==> config.mk <==
export PLATFORM = sky130hd
export DESIGN_NAME = pmcs_regs
export DESIGN_NICKNAME = d
export VERILOG_FILES = /design/src/shared/pmcs_pkg.sv /design/src/shared/pmcs_sync_if.sv /design/src/rtl/pmcs_regs.sv /design/src/rtl/pmcs_sync.sv
export VERILOG_INCLUDE_DIRS = /design/src /design/src/shared
export SDC_FILE = /design/constraint.sdc
export NUM_CORES = 1
export LEC_CHECK = 0
export BUFFER_PORTS_ARGS = -buffer_cell sky130_fd_sc_hd__buf_2
export CORE_MARGIN = 2
export CORE_UTILIZATION = 30
export DETAILED_ROUTE_END_ITERATION = 8
export GPL_TIMING_DRIVEN = 0
export HOLD_SLACK_MARGIN = 0.15
export SLEW_MARGIN = 20
export SYNTH_ARGS = -nofsm -noshare
export SYNTH_HDL_FRONTEND = slang
export SYNTH_HIERARCHICAL = 1
export SYNTH_SLANG_ARGS = --single-unit
==> constraint.sdc <==
create_clock -name core_clk -period 5.5 [get_ports core_clk]
set_input_delay 0.825 -clock core_clk [delete_from_list [all_inputs] [get_ports core_clk]]
set_output_delay 0.825 -clock core_clk [all_outputs]
set_load 0.005 [all_outputs]
==> src/shared/pmcs_defines.svh <==
`ifndef PMCS_DEFINES_SVH
`define PMCS_DEFINES_SVH

// Register offsets
`define PMCS_REG_MON 8'h0C
`define PMCS_REG_MPO 8'h0D
`define PMCS_REG_CMD 8'h0E
`define PMCS_REG_STS 8'h0F
`define PMCS_REG_NONE 8'h00

// Reset values and writable masks
`define PMCS_MON_RST 8'h00
`define PMCS_MPO_RST 8'h00
`define PMCS_CMD_RST 8'h00
`define PMCS_MON_MASK 8'h0F
`define PMCS_MPO_MASK 8'hC3

// Monitor fields
`define PMCS_MON_FLOAT_BIT 3
`define PMCS_MON_SEL_MSB 2
`define PMCS_MON_SEL_LSB 0
`define PMCS_MON_SEL_OFF 3'h0
`define PMCS_MON_SEL_RST 3'h0

// Multipurpose output fields
`define PMCS_MPO_DRV_MSB 7
`define PMCS_MPO_DRV_LSB 6
`define PMCS_MPO_PULL_UP_BIT 1
`define PMCS_MPO_PULL_DN_BIT 0
`define PMCS_DRV_UP 2'h0
`define PMCS_DRV_DOWN 2'h1
`define PMCS_DRV_FOLLOW 2'h2
`define PMCS_DRV_INVERT 2'h3

// Power command codes
`define PMCS_CMD_POWER_OFF 8'hB2
`define PMCS_CMD_HARD_RESET 8'hC3
`define PMCS_CMD_SOFT_RESET 8'h5A

// Synchroniser vector layout, low byte is the status byte
`define PMCS_SYNC_W 10
`define PMCS_SYNC_SCL 9
`define PMCS_SYNC_SDA 8
`define PMCS_STS_BUTTON 1
`define PMCS_STS_CONTROL 0
`define PMCS_SYNC_INIT 10'h300

// Serial link
`define PMCS_I2C_ADDR 7'h30
`define PMCS_BITS_PER_BYTE 4'h8
`define PMCS_BIT_ZERO 4'h0

`endif

==> src/shared/pmcs_pkg.sv <==
package pmcs_pkg;
	typedef enum logic [4:0] {
		ST_IDLE = 5'h01,
		ST_DEV = 5'h02,
		ST_PTR = 5'h04,
		ST_WDAT = 5'h08,
		ST_RDAT = 5'h10
	} pmcs_i2c_state_e;
endpackage

==> src/shared/pmcs_sync_if.sv <==
`timescale 1ns/1ps
interface pmcs_sync_if #(parameter int W = 10);
	logic [W-1:0] raw;
	logic [W-1:0] clean;
	modport filt (input raw, output clean);
	modport user (output raw, input clean);
endinterface

==> src/rtl/pmcs_regs.sv <==
// Behaviour
// - Disabled monitor: pulldown, or float if set
// - Monitor select code routes chosen rail
// - Drive codes 00/01 pull up/down statically
// - Drive code 10 follows control input
// - Drive code 11 inverts control input
// - Pull mode enables up/down structures
// - Exact codes trigger power off/hard reset
// - Status bits 7/6 show undervoltage
// - Bits 5/4 thermal, 3/2 current mode
// - Status bit 1 shows button level
// - Status bit 0 shows control input level
// - Short press wakes from off unless a power off pulse falls in the same cycle
`timescale 1ns/1ps
`include "pmcs_defines.svh"
module pmcs_regs #(
	parameter logic [6:0] DEV_ADDR = `PMCS_I2C_ADDR,
	parameter bit BUTTON_ACTIVE_LOW = 1'b1
) (
	input wire logic core_clk,
	input wire logic arst_n,
	input wire logic scl_i,
	input wire logic sda_i,
	output logic sda_o,
	output logic sda_oe,
	input wire logic push_button_input,
	input wire logic multipurpose_control_input,
	input wire logic linreg2_undervoltage,
	input wire logic linreg1_undervoltage,
	input wire logic linreg2_thermal_shutdown,
	input wire logic linreg1_thermal_shutdown,
	input wire logic linreg2_current_mode,
	input wire logic linreg1_current_mode,
	output logic [2:0] monitor_source_select,
	output logic monitor_pulldown_en,
	output logic monitor_float,
	output logic mpo_pullup_en,
	output logic mpo_pulldown_en,
	output logic power_off_pulse,
	output logic hard_reset_pulse,
	output logic soft_reset_pulse,
	output logic wake_pulse,
	output logic device_off
);
	logic [1:0] rst_sync_q;
	logic rst_n;
	logic scl;
	logic sda;
	logic scl_prev_q;
	logic sda_prev_q;
	logic scl_rise;
	logic scl_fall;
	logic start_det;
	logic stop_det;
	pmcs_pkg::pmcs_i2c_state_e state_q;
	logic [3:0] bit_cnt_q;
	logic ack_phase_q;
	logic [7:0] shreg_q;
	logic [7:0] tx_q;
	logic [7:0] ptr_q;
	logic rw_q;
	logic nack_q;
	logic sda_oe_q;
	logic sda_o_q;
	logic byte_end;
	logic wr_en;
	logic cmd_wr;
	logic [7:0] rd_addr;
	logic [7:0] rd_data;
	logic [7:0] status;
	logic [7:0] mon_cfg_q;
	logic [7:0] mpo_cfg_q;
	logic [7:0] power_cmd_q;
	logic [2:0] mon_sel_q;
	logic mon_pd_q;
	logic mon_float_q;
	logic want_up;
	logic pullup_q;
	logic pulldown_q;
	logic power_off_q;
	logic hard_reset_q;
	logic soft_reset_q;
	logic wake_q;
	logic device_off_q;
	logic btn_pressed;
	logic btn_prev_q;
	logic press_edge;

	// Reset release through two flops
	always_ff @(posedge core_clk or negedge arst_n) begin
		if (!arst_n) begin
			rst_sync_q <= 2'h0;
		end else begin
			rst_sync_q <= {rst_sync_q[0], 1'b1};
		end
	end
	assign rst_n = rst_sync_q[1];

	// Pin synchronisers; low byte is the live status byte
	pmcs_sync_if #(.W(`PMCS_SYNC_W)) sync_bus ();
	assign sync_bus.raw = {scl_i, sda_i,
		linreg2_undervoltage, linreg1_undervoltage,
		linreg2_thermal_shutdown, linreg1_thermal_shutdown,
		linreg2_current_mode, linreg1_current_mode,
		push_button_input, multipurpose_control_input};

	pmcs_sync #(.W(`PMCS_SYNC_W), .INIT(`PMCS_SYNC_INIT)) u_sync (
		.clk(core_clk),
		.rst_n(rst_n),
		.port(sync_bus.filt)
	);

	assign scl = sync_bus.clean[`PMCS_SYNC_SCL];
	assign sda = sync_bus.clean[`PMCS_SYNC_SDA];
	assign status = sync_bus.clean[7:0];

	// Bus condition detection
	always_ff @(posedge core_clk or negedge rst_n) begin
		if (!rst_n) begin
			scl_prev_q <= 1'b1;
			sda_prev_q <= 1'b1;
		end else begin
			scl_prev_q <= scl;
			sda_prev_q <= sda;
		end
	end
	assign scl_rise = scl & ~scl_prev_q;
	assign scl_fall = ~scl & scl_prev_q;
	assign start_det = scl & scl_prev_q & sda_prev_q & ~sda;
	assign stop_det = scl & scl_prev_q & ~sda_prev_q & sda;
	assign byte_end = scl_fall & (bit_cnt_q == `PMCS_BITS_PER_BYTE) & ~ack_phase_q
		& ~start_det & ~stop_det;
	assign wr_en = byte_end & (state_q == pmcs_pkg::ST_WDAT);
	assign cmd_wr = wr_en & (ptr_q == `PMCS_REG_CMD);

	// Register read mux
	assign rd_addr = (state_q == pmcs_pkg::ST_RDAT) ? ptr_q + 8'h01 : ptr_q;
	always_comb begin
		case (rd_addr)
			`PMCS_REG_MON: rd_data = mon_cfg_q;
			`PMCS_REG_MPO: rd_data = mpo_cfg_q;
			`PMCS_REG_CMD: rd_data = power_cmd_q;
			`PMCS_REG_STS: rd_data = status;
			default: rd_data = `PMCS_REG_NONE;
		endcase
	end

	// Serial slave state machine
	always_ff @(posedge core_clk or negedge rst_n) begin
		if (!rst_n) begin
			state_q <= pmcs_pkg::ST_IDLE;
			bit_cnt_q <= `PMCS_BIT_ZERO;
			ack_phase_q <= 1'b0;
			shreg_q <= 8'h00;
			tx_q <= 8'h00;
			ptr_q <= 8'h00;
			rw_q <= 1'b0;
			nack_q <= 1'b0;
			sda_oe_q <= 1'b0;
		end else if (start_det) begin
			state_q <= pmcs_pkg::ST_DEV;
			bit_cnt_q <= `PMCS_BIT_ZERO;
			ack_phase_q <= 1'b0;
			sda_oe_q <= 1'b0;
		end else if (stop_det) begin
			state_q <= pmcs_pkg::ST_IDLE;
			bit_cnt_q <= `PMCS_BIT_ZERO;
			ack_phase_q <= 1'b0;
			sda_oe_q <= 1'b0;
		end else if (state_q != pmcs_pkg::ST_IDLE) begin
			if (scl_rise) begin
				if (bit_cnt_q != `PMCS_BITS_PER_BYTE) begin
					shreg_q <= {shreg_q[6:0], sda};
					bit_cnt_q <= bit_cnt_q + 4'h1;
				end else if (state_q == pmcs_pkg::ST_RDAT) begin
					nack_q <= sda;
				end
			end else if (byte_end) begin
				ack_phase_q <= 1'b1;
				case (state_q)
					pmcs_pkg::ST_DEV: begin
						if (shreg_q[7:1] == DEV_ADDR) begin
							sda_oe_q <= 1'b1;
							rw_q <= shreg_q[0];
						end else begin
							state_q <= pmcs_pkg::ST_IDLE;
							sda_oe_q <= 1'b0;
						end
					end
					pmcs_pkg::ST_PTR: begin
						sda_oe_q <= 1'b1;
						ptr_q <= shreg_q;
					end
					pmcs_pkg::ST_WDAT: begin
						sda_oe_q <= 1'b1;
						ptr_q <= ptr_q + 8'h01;
					end
					default: begin
						sda_oe_q <= 1'b0;
					end
				endcase
			end else if (scl_fall && ack_phase_q) begin
				ack_phase_q <= 1'b0;
				bit_cnt_q <= `PMCS_BIT_ZERO;
				case (state_q)
					pmcs_pkg::ST_DEV: begin
						if (rw_q) begin
							state_q <= pmcs_pkg::ST_RDAT;
							tx_q <= rd_data;
							sda_oe_q <= ~rd_data[7];
						end else begin
							state_q <= pmcs_pkg::ST_PTR;
							sda_oe_q <= 1'b0;
						end
					end
					pmcs_pkg::ST_PTR: begin
						state_q <= pmcs_pkg::ST_WDAT;
						sda_oe_q <= 1'b0;
					end
					pmcs_pkg::ST_RDAT: begin
						if (nack_q) begin
							state_q <= pmcs_pkg::ST_IDLE;
							sda_oe_q <= 1'b0;
						end else begin
							ptr_q <= ptr_q + 8'h01;
							tx_q <= rd_data;
							sda_oe_q <= ~rd_data[7];
						end
					end
					default: begin
						sda_oe_q <= 1'b0;
					end
				endcase
			end else if (scl_fall && state_q == pmcs_pkg::ST_RDAT) begin
				tx_q <= {tx_q[6:0], 1'b0};
				sda_oe_q <= ~tx_q[6];
			end
		end
	end

	// Open-drain data only ever pulls low
	always_ff @(posedge core_clk or negedge rst_n) begin
		if (!rst_n) begin
			sda_o_q <= 1'b0;
		end else begin
			sda_o_q <= 1'b0;
		end
	end

	// Configuration registers
	always_ff @(posedge core_clk or negedge rst_n) begin
		if (!rst_n) begin
			mon_cfg_q <= `PMCS_MON_RST;
			mpo_cfg_q <= `PMCS_MPO_RST;
			power_cmd_q <= `PMCS_CMD_RST;
		end else if (wr_en) begin
			if (ptr_q == `PMCS_REG_MON) begin
				mon_cfg_q <= shreg_q & `PMCS_MON_MASK;
			end
			if (ptr_q == `PMCS_REG_MPO) begin
				mpo_cfg_q <= shreg_q & `PMCS_MPO_MASK;
			end
			if (ptr_q == `PMCS_REG_CMD) begin
				power_cmd_q <= shreg_q;
			end
		end
	end

	// Monitor multiplexer controls
	always_ff @(posedge core_clk or negedge rst_n) begin
		if (!rst_n) begin
			mon_sel_q <= `PMCS_MON_SEL_RST;
			mon_pd_q <= 1'b0;
			mon_float_q <= 1'b0;
		end else begin
			mon_sel_q <= mon_cfg_q[`PMCS_MON_SEL_MSB:`PMCS_MON_SEL_LSB];
			mon_pd_q <= (mon_cfg_q[`PMCS_MON_SEL_MSB:`PMCS_MON_SEL_LSB] == `PMCS_MON_SEL_OFF)
				& ~mon_cfg_q[`PMCS_MON_FLOAT_BIT];
			mon_float_q <= (mon_cfg_q[`PMCS_MON_SEL_MSB:`PMCS_MON_SEL_LSB] == `PMCS_MON_SEL_OFF)
				& mon_cfg_q[`PMCS_MON_FLOAT_BIT];
		end
	end

	// Multipurpose output direction
	always_comb begin
		case (mpo_cfg_q[`PMCS_MPO_DRV_MSB:`PMCS_MPO_DRV_LSB])
			`PMCS_DRV_UP: want_up = 1'b1;
			`PMCS_DRV_DOWN: want_up = 1'b0;
			`PMCS_DRV_FOLLOW: want_up = status[`PMCS_STS_CONTROL];
			`PMCS_DRV_INVERT: want_up = ~status[`PMCS_STS_CONTROL];
			default: want_up = 1'b0;
		endcase
	end

	always_ff @(posedge core_clk or negedge rst_n) begin
		if (!rst_n) begin
			pullup_q <= 1'b0;
			pulldown_q <= 1'b0;
		end else begin
			pullup_q <= want_up & mpo_cfg_q[`PMCS_MPO_PULL_UP_BIT];
			pulldown_q <= ~want_up & mpo_cfg_q[`PMCS_MPO_PULL_DN_BIT];
		end
	end

	// Power command decode
	always_ff @(posedge core_clk or negedge rst_n) begin
		if (!rst_n) begin
			power_off_q <= 1'b0;
			hard_reset_q <= 1'b0;
			soft_reset_q <= 1'b0;
		end else begin
			power_off_q <= cmd_wr & (shreg_q == `PMCS_CMD_POWER_OFF);
			hard_reset_q <= cmd_wr & (shreg_q == `PMCS_CMD_HARD_RESET);
			soft_reset_q <= cmd_wr & (shreg_q == `PMCS_CMD_SOFT_RESET);
		end
	end

	// Off state and button wake
	assign btn_pressed = BUTTON_ACTIVE_LOW ? ~status[`PMCS_STS_BUTTON] : status[`PMCS_STS_BUTTON];
	assign press_edge = btn_pressed & ~btn_prev_q;

	always_ff @(posedge core_clk or negedge rst_n) begin
		if (!rst_n) begin
			btn_prev_q <= 1'b1;
			device_off_q <= 1'b0;
			wake_q <= 1'b0;
		end else begin
			btn_prev_q <= btn_pressed;
			wake_q <= device_off_q & press_edge & ~power_off_q;
			if (power_off_q) begin
				device_off_q <= 1'b1;
			end else if (press_edge) begin
				device_off_q <= 1'b0;
			end
		end
	end

	assign sda_o = sda_o_q;
	assign sda_oe = sda_oe_q;
	assign monitor_source_select = mon_sel_q;
	assign monitor_pulldown_en = mon_pd_q;
	assign monitor_float = mon_float_q;
	assign mpo_pullup_en = pullup_q;
	assign mpo_pulldown_en = pulldown_q;
	assign power_off_pulse = power_off_q;
	assign hard_reset_pulse = hard_reset_q;
	assign soft_reset_pulse = soft_reset_q;
	assign wake_pulse = wake_q;
	assign device_off = device_off_q;
endmodule

==> src/rtl/pmcs_sync.sv <==
`timescale 1ns/1ps
module pmcs_sync #(
	parameter int W = 10,
	parameter logic [W-1:0] INIT = '0
) (
	input wire logic clk,
	input wire logic rst_n,
	pmcs_sync_if.filt port
);
	logic [W-1:0] s1_q;
	logic [W-1:0] s2_q;
	logic [W-1:0] s3_q;
	logic [W-1:0] clean_q;

	always_ff @(posedge clk or negedge rst_n) begin
		if (!rst_n) begin
			s1_q <= INIT;
			s2_q <= INIT;
			s3_q <= INIT;
		end else begin
			s1_q <= port.raw;
			s2_q <= s1_q;
			s3_q <= s2_q;
		end
	end

	// Bit changes only once stages two and three agree
	always_ff @(posedge clk or negedge rst_n) begin
		if (!rst_n) begin
			clean_q <= INIT;
		end else begin
			clean_q <= (s2_q & s3_q) | (clean_q & (s2_q ^ s3_q));
		end
	end

	assign port.clean = clean_q;
endmodule

# Yosys cells after proc, flatten, opt, wreduce, memory -nomap -nowiden
# Index checks and enable logic that the tools add are counted.
# op_classes
addsub	2
n_eq_ne	32
muxes	51
n_bitwise	45
reduce_logical	26
# op_table
op	count
$eq A8 B4 Y1 const B	7
$mux W5	10
$mux W8	5
$pmux W8 S4	1
$mux W4	7
$mux W7	4
$and A1 B1 Y1	23
$and A10 B10 Y10	2
$mux W1	18
$not A1 Y1	18
$eq A8 B8 Y1 const B	2
$pmux W8 S2	1
$pmux W5 S3	1
$pmux W7 S2	1
$reduce_and A7 Y1	2
$ne A4 B4 Y1 const B	3
$or A10 B10 Y10	1
$reduce_bool A5 Y1	2
$xor A10 B10 Y10	1
$reduce_and A9 Y1	1
$add A8 B1 Y8 const B	1
$eq A8 B7 Y1 const B	1
$reduce_and A8 Y1	1
$reduce_bool A2 Y1	4
other kinds (30)	39
# totals
ff_bits	109
out_inout_bits	14

# Longest topological paths before layout
# logic_depth
ltp_word	13
ltp_mapped	10
ltp_nobuf	8

# Cells and area by module
# Netlist, hierarchy kept.
# modules_own_cells
mod	n_inst	cells_each	area_each_um2	seq_area_each_um2
pmcs_regs	1	381	3950.0	1731.7
pmcs_sync	1	60	1211.2	1011.0

# Worst setup path before layout
# No wires, ideal clock.
# synth_timing
path_type	reg-to-reg
startpoint	reg ptr_q[0]
endpoint	reg tx_q[2]
setup_time_ns	0.125
arrival_time_ns	2.145
required_time_ns	5.375
path_slack_ns	3.230
stages_incl_launch_ff	10
synth_period_minus_slack_ns	2.270
cell_sequence	dfrtp_1 > clkbuf_1 > inv_1 > ha_1 > clkbuf_1 > mux2i_1 > nor2_1 > a221oi_1 > o21ai_1 > mux2_2
# synth_via
elab_chain_len	7
elab_cells_between_ends	11
# synth_lines
item	line_no	text
start, declared	pmcs_regs.sv:60	logic [7:0] ptr_q;
start signal, assigned	pmcs_regs.sv:192	ptr_q <= shreg_q;
start signal, assigned	pmcs_regs.sv:196	ptr_q <= ptr_q + 8'h01;
start signal, assigned	pmcs_regs.sv:225	ptr_q <= ptr_q + 8'h01;
$add A8 B1 Y8	pmcs_regs.sv:137	assign rd_addr = (state_q == pmcs_pkg::ST_RDAT) ? ptr_q + 8'h01 : ptr_q;
$mux W8 (*)	pmcs_regs.sv:137	
$eq A8 B4 Y1	pmcs_regs.sv:139	case (rd_addr)
$pmux W8 S4 (*)	pmcs_regs.sv:139	
$mux W7, on equally long branches	pmcs_regs.sv:221, pmcs_regs.sv:207	
$pmux W7 S2 (*)	pmcs_regs.sv:205	case (state_q)
$mux W7 (*)	pmcs_regs.sv:202	end else if (scl_fall && ack_phase_q) begin
end signal, assigned	pmcs_regs.sv:209	tx_q <= rd_data;
end signal, assigned	pmcs_regs.sv:226	tx_q <= rd_data;
end signal, assigned	pmcs_regs.sv:235	tx_q <= {tx_q[6:0], 1'b0};
end, declared	pmcs_regs.sv:59	logic [7:0] tx_q;
# Every way passes the cells marked *; elsewhere a longest branch is shown, timed or not. The select of a mux whose other input is x is not followed.
# A chain may end at the register's enable or synchronous reset.

# Final worst setup path
# layout_timing
startpoint	reg ptr_q[0]
endpoint	reg tx_q[3]
# Same word-level chain as after synthesis.

==> out/results.ini <==
[yosys]
synth_area_leader_cell = dfrtp_1
synth_xor_area_frac = 0.0102
synth-adder-area-share = 0.0388
yosysSeqAreaShare = 0.531
synth_top_family_by_area = simple AND/OR/NAND/NOR gates
ys.flop_type = dfrtp_1
synth_area_leaders = dfrtp_1, mux2_2, dfstp_2
syn_area_um2 = 5160
synth-simple-area-share = 0.139
synth-warning-count = 6
ys_async_sr_fraction = 1.00
synth_compound_area_frac = 0.134
syn_nets = 469
ys_ff_latch = 109
netlist.area_leader.share = 0.470
synth_enable_flop_cells = 0
ys_types = 72
syn-instance-count = 441
yosys-mux-area-fraction = 0.113
syn_avg_cell_area_um2 = 11.7

[sta]
fin_crit_ps = 2710
max_freq_mhz = 369
finalHoldViolCount = 0
fin_worst_skew_ps = 6.35
drv_slew = 0
period_share = 0.492
setup_viol = 0
rsz0062_at_grt = false
worst_slew_pin_slew_ps = 651
fin_tns_setup_ps = 0
slew-limit-headroom = 0.566

[detailed_routing]
routed_wl_um = 11000
antenna_left = 0
wl_per_cell_um = 15.6
first_pass_iters = 4
drt_iter0_drc = 221
vias_per_cell = 5.08
drcViolationCount = 0
vias = 3568

[global_route]
antenna_found_initial = 0
overflow = 0
grtUsageTotal = 0.127
grt_pass1_wl_um = 18200
grt_max_degree = 51
grt_pass1_vias = 3581

[worst_setup_path]
critPathLaunch = ptr_q[0]
critPathRequiredTime_ps = 5730
timing.rr.start = ptr_q[0]
worstSetupPathType = reg2reg
start_kind = flop
crit_fanout = 10
cp.arrival_ps = 2940
end_kind = flop

[finish]
drive_above_1_share = 0.228
synthToLayoutAreaGrowth_pct = 14.5
stdcell_area_um2 = 5910
multiInputGateArea_um2 = 2250
fill_cells = 1670
nNetsFinal = 506
regArea_um2 = 2750
diodes = 0

[clocking]
clk_pin_slew_worst_paths_ps = 70
postCtsHoldBufs = 0
cts_setup_buffers = 0
cts_root_buf = clkbuf_16
cts_buffers = 9
tritoncts = done
htreeDepth = 3
cts-resized-gates = 0
worstSkewPairLatency_ps = 350
cts_sinks = 109
clockBufferDepth = 2

[floorplanning]
fp-row-count = 47
coreArea_um2 = 16700
die_h_um = 135
dieArea_um2 = 18300
io_pins = 26
start_util = 0.309
die_w_um = 135

[place]
portBuffers = 24
gp_congestion = 0.868
dp_hpwl_um = 7740
dpl_cell_area_um2 = 5620

[power_and_ir_drop]
ir_drop_mv = 0.162
pwr_density_cell_nw_per_um2 = 325
p_leak_nw = 2.56

[hold_path]
min_path_type = reg2async

[outcome]
run_status = finished, final reports clean

[run]
max_cap_viol_count = 0

==> final cells by class <==
class                           instances  area share
Clock buffer                           12      0.0417
Timing Repair Buffer                   26      0.0296
Buffer                                 25      0.0210
Clock inverter                          4     0.00805
Sequential cell                       109       0.465
Inverter                               11     0.00699
Multi-Input combinational cell        296       0.381
Tap cell                              220      0.0466
==> routing by layer <==
metal | up-vias | wire [um] | global-route usage
met5 | - | 0 | 0
met4 | 0 | 268 | 0.0550
met3 | 24 | 406 | 0.0325
met2 | 75 | 5190 | 0.194
met1 | 1772 | 5090 | 0.170
li1 | 1697 | - | -
==> stage by stage <==
stage	hold WS (ps)	instances	power, W	setup WS [ps]	utilization
2_1_floorplan	331	441	0.00117	2260	-
3_3_place_gp	334	685	0.00126	1000	0.333
3_5_place_dp	180	687	0.00128	2790	0.336
4_1_cts	184	703	0.00194	2770	0.354
5_1_grt	194	703	0.00201	2550	0.354
6_report	177	703	0.00192	2790	0.354
==> path summary, 6_finish.rpt <==
kind,cells past startpoint,slack (ps),to
min reg2reg,0,180,state_q[2]
max in group asynchronous,2,4520,u_sync/port.clean[1]
min in group core_clk,0,350,u_sync/s2_q[5]
min,0,180,state_q[2]
max,9,2790,tx_q[3]
max reg2reg,9,2790,tx_q[3]
==> sequential cells by signal, indices dropped and copies added, names as in the netlist, 2 cells and up <==
signal and count:
u_sync/port.clean 10, u_sync/s1_q 10, u_sync/s2_q 10, u_sync/s3_q 10, power_cmd_q 8, ptr_q 8
shreg_q 8, tx_q 7, state_q 5, bit_cnt_q 4, mon_cfg_q 4, mpo_cfg_q 4
monitor_source_select 3, rst_sync_q 2
==> worst max-delay path, cell delays in order (launching register included) <==
cell and delay (ps):
dfrtp_1 380, clkbuf_1 250, inv_1 200, ha_1 350, clkbuf_1 450, mux2i_1 260, nor2_1 70, a221oi_1 270
o21ai_1 90, mux2_2 270
==> Yosys cell counts (2+ instances only) <==
library cell	instances
xor2_1	2
a2bb2oi_1	2
o41ai_1	2
a221oi_1	2
a211oi_1	4
nand2_1	24
nor4b_1	2
a21oi_1	14
nand3_1	22
o21ai_0	17
o21ai_1	7
buf_6	2
nand2b_1	8
nor3_1	11
mux2_2	32
a21o_1	14
and2_1	7
nor2b_1	5
o22a_1	4
a31oi_1	2
buf_2	8
xnor2_1	4
nor4_1	6
nor2_1	15
inv_1	11
nor4bb_1	4
ha_1	16
clkbuf_1	10
nand4b_1	3
conb_1	2
buf_1	3
nand4_1	3
dfrtp_1	97
o22ai_1	5
a31o_2	2
o211ai_1	2
and3_1	2
dfstp_2	12
mux2i_1	20
==> cell families (layout without fill, tap and decap cells) <==
kind of cell	Yosys count	after routing
adder cells (fa/ha/maj)	16	16
AND/OR/NAND/NOR	124	124
other	2	2
AO/OA/AOI/OAI	95	95
multiplexers	53	53
flip-flops	109	109
buffers and inverters	36	78
XOR/XNOR	6	6
==> power by group <==
group / switching (W) / leakage, nW / internal [W]
combinational: 0.000153 / 1.03 / 0.000125
sequential: 0.000115 / 1.39 / 0.000877
clock: 0.000285 / 0.144 / 0.000365
total: 0.000554 / 2.56 / 0.00137
==> placed cells by master (no fill, tap or decap), types with 3 or more instances in the layout <==
cell / n
clkbuf_1: 12
nand3_1: 22
nor4bb_1: 4
xnor2_1: 4
o22ai_1: 5
o21ai_0: 17
clkbuf_16: 9
o21ai_1: 7
mux2_2: 32
nand4b_1: 3
nand4_1: 3
nor3_1: 11
nor4_1: 6
nor2b_1: 5
mux2i_1: 20
dfstp_2: 12
buf_1: 3
buf_2: 32
a211oi_1: 4
a21oi_1: 14
nand2b_1: 8
a21o_1: 14
dfrtp_1: 96
nor2_1: 15
inv_1: 11
o22a_1: 4
ha_1: 16
nand2_1: 24
and2_1: 7
Note: power is estimated with default switching activity, not from simulation.
